==> src/rtop_pkg.sv <==
// Shared constants and types for the real-time output port
package rtop_pkg;

  // Data width of the register port and of the pin group
  localparam int DATA_W = 8;
  localparam int NIB_W  = 4;

  // Register selects on the special-function register port
  localparam logic [2:0] SEL_BUF_LOW   = 3'h0;
  localparam logic [2:0] SEL_BUF_HIGH  = 3'h1;
  localparam logic [2:0] SEL_PORT      = 3'h2;
  localparam logic [2:0] SEL_PIN_DIR   = 3'h3;
  localparam logic [2:0] SEL_FUNC_SEL  = 3'h4;
  localparam logic [2:0] SEL_TRIG_CTRL = 3'h5;

  // Reset values
  localparam logic [7:0] RST_BUF       = 8'h00;
  localparam logic [7:0] RST_LATCH     = 8'h00;
  localparam logic [7:0] RST_PIN_DIR   = 8'hFF;
  localparam logic [7:0] RST_FUNC_SEL  = 8'h00;
  localparam logic [7:0] RST_TRIG_CTRL = 8'h00;

  // Field positions of trigger_mode_control
  localparam int TCTRL_EXTERNAL_TRIGGER_SELECT_BIT = 0;
  localparam int TCTRL_BYTE_BIT = 1;
  localparam logic [7:0] TCTRL_MASK = 8'h03;

  // One register access from the processor side
  typedef struct packed {
    logic [2:0] sel;
    logic       wr;
    logic       rd;
    logic [7:0] wdata;
  } rtop_sfr_req_t;

  // Trigger pulses from the timers and the external interrupt
  typedef struct packed {
    logic timer1_match_trigger;
    logic timer2_match_trigger;
    logic external_pin_trigger;
  } rtop_trig_t;

  // Per-nibble transfer strobes
  typedef struct packed {
    logic load_high;
    logic load_low;
  } rtop_load_t;

endpackage

==> src/rtop_buf_access.sv <==
// Write merge and read view of the two output buffer nibbles
`timescale 1ns/1ps
`default_nettype none
module rtop_buf_access
(
  input  wire logic       wr_low,
  input  wire logic       wr_high,
  input  wire logic       byte_mode,
  input  wire logic [7:0] wdata,
  input  wire logic [3:0] buf_high,
  input  wire logic [3:0] buf_low,
  input  wire logic [7:0] func_sel,
  output logic      [3:0] buf_high_next,
  output logic      [3:0] buf_low_next,
  output logic      [7:0] read_view
);

  // Nibble update on a buffer write
  always_comb
  begin
    buf_high_next = buf_high;
    buf_low_next  = buf_low;
    if (byte_mode && (wr_low || wr_high))
    begin
      buf_high_next = wdata[7:4];
      buf_low_next  = wdata[3:0];
    end
    else
    begin
      if (wr_high)
        buf_high_next = wdata[7:4];
      if (wr_low)
        buf_low_next  = wdata[3:0];
    end
  end

  // Both addresses read the same view; port-mode bits read zero
  always_comb
  begin
    read_view = {buf_high, buf_low} & func_sel;
  end

endmodule
`default_nettype wire

==> src/rtop_port.sv <==
// Real-time output port: buffers, control registers and pin latch
`timescale 1ns/1ps
`default_nettype none
module rtop_port
(
  input  wire logic                   clk_sys,
  input  wire logic                   rst,
  // Register port from the processor
  input  wire rtop_pkg::rtop_sfr_req_t sfr_req,
  output logic                  [7:0] sfr_rdata,
  output logic                        sfr_rvalid,
  // Trigger pulses, one cycle each, on clk_sys
  input  wire rtop_pkg::rtop_trig_t    trig,
  // Port pins, three signals per two-way pin
  input  wire logic             [7:0] port_pin_in,
  output logic                  [7:0] port_pin_out,
  output logic                  [7:0] port_pin_oe
);

  // Register state
  logic [3:0] buf_high_reg;
  logic [3:0] buf_high_next;
  logic [3:0] buf_low_reg;
  logic [3:0] buf_low_next;
  logic [7:0] latch_reg;
  logic [7:0] latch_next;
  logic [7:0] pin_dir_reg;
  logic [7:0] pin_dir_next;
  logic [7:0] func_sel_reg;
  logic [7:0] func_sel_next;
  logic [7:0] trig_ctrl_reg;
  logic [7:0] trig_ctrl_next;
  logic [7:0] oe_reg;
  logic [7:0] oe_next;

  // Read path state
  logic [7:0] rdata_reg;
  logic [7:0] rdata_next;
  logic       rvalid_reg;
  logic       rvalid_next;

  // Pin input synchroniser
  logic [7:0] pin_sync1_reg;
  logic [7:0] pin_sync2_reg;

  // Decoded strobes and helper nets
  logic       wr_low;
  logic       wr_high;
  logic       byte_mode;
  logic       external_trigger_select;
  logic       load_high;
  logic       load_low;
  logic [3:0] buf_high_wr;
  logic [3:0] buf_low_wr;
  logic [7:0] buf_view;
  logic [7:0] rt_mask;
  logic [7:0] load_mask;
  logic [7:0] port_view;

  // Write strobe for one register select
  function automatic logic sel_write
  (
    input rtop_pkg::rtop_sfr_req_t req,
    input logic [2:0]              sel
  );
    sel_write = req.wr && (req.sel == sel);
  endfunction

  // Control field decode
  assign byte_mode =
    trig_ctrl_reg[rtop_pkg::TCTRL_BYTE_BIT];
  assign external_trigger_select =
    trig_ctrl_reg[rtop_pkg::TCTRL_EXTERNAL_TRIGGER_SELECT_BIT];
  assign wr_low  = sel_write(sfr_req, rtop_pkg::SEL_BUF_LOW);
  assign wr_high = sel_write(sfr_req, rtop_pkg::SEL_BUF_HIGH);

  // Trigger source selection; pulses already run on clk_sys,
  // so they reach the decode with no synchroniser in the way
  rtop_trig_decode u_trig_decode
  (
    .byte_mode               (byte_mode),
    .external_trigger_select (external_trigger_select),
    .trig                    (trig),
    .load_high               (load_high),
    .load_low                (load_low)
  );

  // Buffer write merge and read view; the view masks port-mode
  // bits, and both buffer selects read back the same byte
  rtop_buf_access u_buf_access
  (
    .wr_low        (wr_low),
    .wr_high       (wr_high),
    .byte_mode     (byte_mode),
    .wdata         (sfr_req.wdata),
    .buf_high      (buf_high_reg),
    .buf_low       (buf_low_reg),
    .func_sel      (func_sel_reg),
    .buf_high_next (buf_high_wr),
    .buf_low_next  (buf_low_wr),
    .read_view     (buf_view)
  );

  // Real-time bits and the bits a trigger touches this cycle;
  // port-mode bits never appear in the trigger mask
  always_comb
  begin
    rt_mask   = func_sel_reg;
    load_mask = {{4{load_high}}, {4{load_low}}} & rt_mask;
  end

  // Port read: input pins show the pin level, output pins the latch;
  // input pins read zero for two edges after reset
  always_comb
  begin
    port_view = (pin_dir_reg & pin_sync2_reg) | (~pin_dir_reg & latch_reg);
  end

  // Buffer nibbles take the merged write data
  always_comb
  begin
    buf_high_next = buf_high_wr;
    buf_low_next  = buf_low_wr;
  end

  // Buffer flip-flops
  always_ff @(posedge clk_sys or posedge rst)
  begin
    if (rst)
    begin
      buf_high_reg <= rtop_pkg::RST_BUF[7:4];
      buf_low_reg  <= rtop_pkg::RST_BUF[3:0];
    end
    else
    begin
      buf_high_reg <= buf_high_next;
      buf_low_reg  <= buf_low_next;
    end
  end

  // Output latch next value; port writes reach only port-mode bits
  always_comb
  begin
    latch_next = latch_reg;
    if (sel_write(sfr_req, rtop_pkg::SEL_PORT))
    begin
      latch_next = (latch_reg & rt_mask)
                 | (sfr_req.wdata & ~rt_mask);
    end
    // Trigger copies the buffer as held before a same-cycle write
    latch_next = (latch_next & ~load_mask)
               | ({buf_high_reg, buf_low_reg} & load_mask);
  end

  // Output latch flip-flops
  always_ff @(posedge clk_sys or posedge rst)
  begin
    if (rst)
    begin
      latch_reg <= rtop_pkg::RST_LATCH;
    end
    else
    begin
      latch_reg <= latch_next;
    end
  end

  // Control register next values
  always_comb
  begin
    pin_dir_next   = pin_dir_reg;
    func_sel_next  = func_sel_reg;
    trig_ctrl_next = trig_ctrl_reg;
    if (sel_write(sfr_req, rtop_pkg::SEL_PIN_DIR))
    begin
      pin_dir_next = sfr_req.wdata;
    end
    // Function select change leaves the latch as it is
    if (sel_write(sfr_req, rtop_pkg::SEL_FUNC_SEL))
    begin
      func_sel_next = sfr_req.wdata;
    end
    // Unused control bits are dropped and read back as zero
    if (sel_write(sfr_req, rtop_pkg::SEL_TRIG_CTRL))
    begin
      trig_ctrl_next = sfr_req.wdata & rtop_pkg::TCTRL_MASK;
    end
  end

  // Control register flip-flops
  always_ff @(posedge clk_sys or posedge rst)
  begin
    if (rst)
    begin
      pin_dir_reg   <= rtop_pkg::RST_PIN_DIR;
      func_sel_reg  <= rtop_pkg::RST_FUNC_SEL;
      trig_ctrl_reg <= rtop_pkg::RST_TRIG_CTRL;
    end
    else
    begin
      pin_dir_reg   <= pin_dir_next;
      func_sel_reg  <= func_sel_next;
      trig_ctrl_reg <= trig_ctrl_next;
    end
  end

  // Enable follows the direction register, zero means drive
  always_comb
  begin
    oe_next = ~pin_dir_next;
  end

  // Output enable flip-flops, all pins released in reset
  always_ff @(posedge clk_sys or posedge rst)
  begin
    if (rst)
    begin
      oe_reg <= ~rtop_pkg::RST_PIN_DIR;
    end
    else
    begin
      oe_reg <= oe_next;
    end
  end

  // Two-stage synchroniser on the pin inputs; only the second
  // stage is read, so port reads lag the pins by two edges
  always_ff @(posedge clk_sys or posedge rst)
  begin
    if (rst)
    begin
      pin_sync1_reg <= 8'h00;
      pin_sync2_reg <= 8'h00;
    end
    else
    begin
      pin_sync1_reg <= port_pin_in;
      pin_sync2_reg <= pin_sync1_reg;
    end
  end

  // Read data mux, answered one cycle after the read strobe;
  // a write in the same cycle shows only on a later read
  always_comb
  begin
    rvalid_next = sfr_req.rd;
    rdata_next  = 8'h00;
    if (sfr_req.rd)
    begin
      unique case (sfr_req.sel)
        rtop_pkg::SEL_BUF_LOW:   rdata_next = buf_view;
        rtop_pkg::SEL_BUF_HIGH:  rdata_next = buf_view;
        rtop_pkg::SEL_PORT:      rdata_next = port_view;
        rtop_pkg::SEL_PIN_DIR:   rdata_next = pin_dir_reg;
        rtop_pkg::SEL_FUNC_SEL:  rdata_next = func_sel_reg;
        rtop_pkg::SEL_TRIG_CTRL: rdata_next = trig_ctrl_reg;
        default:                 rdata_next = 8'h00; // Unused select
      endcase
    end
  end

  // Read path flip-flops
  always_ff @(posedge clk_sys or posedge rst)
  begin
    if (rst)
    begin
      rdata_reg  <= 8'h00;
      rvalid_reg <= 1'b0;
    end
    else
    begin
      rdata_reg  <= rdata_next;
      rvalid_reg <= rvalid_next;
    end
  end

  // Outputs straight from flip-flops
  assign sfr_rdata    = rdata_reg;
  assign sfr_rvalid   = rvalid_reg;
  assign port_pin_out = latch_reg;
  assign port_pin_oe  = oe_reg;

endmodule
`default_nettype wire

==> src/rtop_trig_decode.sv <==
// Trigger source selection for the two buffer nibbles
`timescale 1ns/1ps
`default_nettype none
module rtop_trig_decode
(
  input  wire logic              byte_mode,
  input  wire logic              external_trigger_select,
  input  wire rtop_pkg::rtop_trig_t trig,
  output logic                   load_high,
  output logic                   load_low
);

  // Pick the trigger for each nibble from mode and source bits
  always_comb
  begin
    load_high = 1'b0;
    load_low  = 1'b0;
    if (byte_mode)
    begin
      // Whole byte moves on one trigger
      load_high = external_trigger_select
                ? trig.external_pin_trigger
                : trig.timer1_match_trigger;
      load_low  = load_high;
    end
    else if (external_trigger_select)
    begin
      load_high = trig.timer1_match_trigger;
      load_low  = trig.external_pin_trigger;
    end
    else
    begin
      load_high = trig.timer2_match_trigger;
      load_low  = trig.timer1_match_trigger;
    end
  end

endmodule
`default_nettype wire

==> config.mk <==
export PLATFORM = sky130hd
export DESIGN_NAME = rtop_port
export DESIGN_NICKNAME = d
export VERILOG_FILES = /design/src/rtop_pkg.sv /design/src/rtop_buf_access.sv /design/src/rtop_port.sv /design/src/rtop_trig_decode.sv
export SDC_FILE = /design/constraint.sdc
export NUM_CORES = 1
export LEC_CHECK = 0
export ABC_AREA = 0
export BUFFER_PORTS_ARGS = -buffer_cell sky130_fd_sc_hd__buf_2
export CAP_MARGIN = 40
export CORE_AREA = 4 4 97 72
export CTS_CLUSTER_DIAMETER = 40
export DETAILED_ROUTE_END_ITERATION = 10
export DIE_AREA = 0 0 101 76
export GPL_TIMING_DRIVEN = 0
export PLACE_DENSITY = 0.73
export SLEW_MARGIN = 20
export SYNTH_ARGS = -nofsm -noshare
export SYNTH_HDL_FRONTEND = slang
export SYNTH_HIERARCHICAL = 1
export SYNTH_SLANG_ARGS = --single-unit
==> constraint.sdc <==
create_clock -name clk_sys -period 1.8 [get_ports clk_sys]
set_input_delay 0.27 -clock clk_sys [delete_from_list [all_inputs] [get_ports clk_sys]]
set_output_delay 0.27 -clock clk_sys [all_outputs]
set_load 0.01 [all_outputs]
==> metrics.cfg <==
[status]
status = completed

[setup_path]
critPathLaunch = trig_ctrl_reg[1]$_DFFE_PP0P_
ff2ff_setup_slack_ns = 0.17
critical_path_class = reg -> reg
startpoint_type = flip-flop
arrival_ns = 1.88
worstSetupEndpointType = flip-flop
crit_fanout = 7
rr_startpoint = trig_ctrl_reg[1]$_DFFE_PP0P_
required_ns = 2.05
r2r_cells = 5

[power]
power.leakage_uw = 0.00164
report.power.total_uw = 4090
power_density_nw_per_um2 = 1180
ir_drop_uv = 649

[routing]
drt_iter0_drc = 78
wl_per_cell_um = 16.8
viasPerCell = 5.32
first_pass_iters = 4
drt_wl_total_um = 6370
final_antenna_net_count = 0
dr_total_vias = 2020
drc = 0

[sta]
skew_ns = 0.00725
layout_min_cycle_time_ns = 1.63
fmaxAchievable_mhz = 614
fin_crit_sh_pct = 90.5
setup_viol = 0
drv_slew = 0
rsz0062_at_grt = false
hold_ws_ns = 0.0254
maxSlewHeadroom_pct = 52.1
hold_viol = 0
tns_ns = 0
worstMarginPinSlew_ns = 0.717

[synth]
yosysSeqAreaShare_pct = 57.5
synth_area_um2 = 2930
synth_commonest_cells = dfrtp_1 (59), a21oi_1 (20), mux2i_1 (13), nand2_1 (10)
synth_cell_type_count = 43
synth_ff_type = dfrtp_1
ys_seq_elements = 67
synth_edf_count = 0
yosys-top-cells-area = dfrtp_1 (50%), dfstp_2 (7.2%), mux2i_1 (4.4%)
synth_top_area_share_pct = 50.4
yosysTopAreaCell = dfrtp_1
avgSynthCellArea_um2 = 12.4
async_flop_share_pct = 100
syn_inst = 236
syn_nets = 262
synth_most_common_cell = dfrtp_1
yosysWarnings = 6

[floorplanning]
dieArea_um2 = 7680
ios = 51
die_w_um = 101
start_util_pct = 48.6
row_count = 24
core_area_um2 = 6040
die_y_um = 76

[hold_path]
hold_class = in -> async

[clocking]
cts_resized = 0
clock_sinks = 67
cts_tree = yes
postCtsSetupBuffers = 0
insertion_delay_ns = 0.34
hold_buffers = 0
clkTransAtPathRegs_ns = 0.08
ctsRootBufferMaster = clkbuf_8
cts_max_path_buffers = 2
cts_max_level = 3
numCtsBuffers = 9

[placed_design]
port-buffer-count = 49
gp_congestion = 0.754
hpwl_um = 4360

[final_layout]
final_net_count = 323
syn2layout_area_growth_pct = 18.3
drive_gt1_share_pct = 35.8
fillers = 526
diodes = 0

[grt]
antenna_found_initial = 0
grt_busiest_layer = met2
grtUsageMet2_pct = 26.6
grt_max_degree = 35
groute.usage.overall_pct = 18.0
grtUsageMet1_pct = 25.4
grt_pass1_wl_um = 10700
met3_usage_pct = 5.67
grt_pass1_vias = 2077
gr-total-overflow = 0

[run]
maxCapViolations = 0

==> layer usage <==
metal	part of all wire, %	vias to the layer above	wire, um
met5	0	-	0
met2	46	45	2920
li1	-	959	-
met3	5.8	7	370
met1	47	1009	3020
met4	0.86	0	55
==> cell families (layout without fill, tap and decap cells) <==
group                  after synthesis  in the layout  share of synthesized area, %
flip-flops                          67             67                          57.5
AND/OR/NAND/NOR                     59             59                          13.0
AO/OA/AOI/OAI                       56             56                          12.5
multiplexers                        31             31                          12.5
buffers and inverters               22             88                          4.18
XOR/XNOR                             1              1                         0.299
==> metrics by stage <==
step	area (um2)	worst slack [ns]	std cells	util, %
after floorplan	2940	0.165	236	-
after global placement	3280	-0.0663	363	54.3
after detailed placement	3300	-0.0930	364	54.6
after CTS	3470	0.150	380	57.5
after global routing	3470	0.0758	380	57.5
final	3470	0.171	380	57.5
==> critical path, stage by stage, from the launching register on <==
cell and delay [ns]:
dfrtp_1 0.48, xor2_1 0.18, a221o_1 0.29, buf_1 0.20
mux2i_1 0.17, a22oi_1 0.22
==> worst max path at each step <==
stage,end
global placement,buf_high_reg[2]$_DFF_PP0_
detailed placement,buf_high_reg[0]$_DFF_PP0_
CTS,flip-flop
floorplan,buf_high_reg[0]$_DFF_PP0_
global route,flip-flop
finish,flip-flop
==> cell usage in the layout (no fill, tap or decap), drive strengths merged <==
cell type,synthesis,layout
a211oi,2,2
a21boi,1,1
a21o,3,3
a21oi,22,22
a221o,1,1
a22oi,5,5
and2,8,8
and3,4,4
and4bb,1,1
buf,12,62
clkbuf,1,11
clkinv,0,4
clkinvlp,0,3
dfrtp,59,59
dfstp,8,8
inv,9,8
mux2,17,17
mux2i,14,14
nand2,10,10
nand2b,7,7
nand3,5,5
nand3b,4,4
nand4b,2,2
nand4bb,1,1
nor2,7,7
nor3,2,2
nor4b,1,1
nor4bb,1,1
o211ai,3,3
o21a,6,6
o21ai,8,8
o311ai,3,3
o31a,2,2
or3b,6,6
xor2,1,1
==> report_power, final <==
group / switching [uW] / total, uW / internal (uW)
Combinational: 443 / 926 / 482
Clock: 586 / 1080 / 499
Sequential: 249 / 2080 / 1830
Total: 1280 / 4090 / 2810
==> layout make-up <==
type / count / area [um2] / share of cell area [%]
clock inverters: 6 / 42.5 / 1.23
multi-input cells: 147 / 1120 / 32.4
plain buffers: 13 / 88.8 / 2.56
flip-flops and latches: 67 / 1690 / 48.6
clock buffers: 10 / 128 / 3.68
inverters: 9 / 37.5 / 1.08
repair buffers: 50 / 265 / 7.65
well taps: 78 / 97.6 / 2.81
No activity file was read; power rests on OpenSTA's default activity.
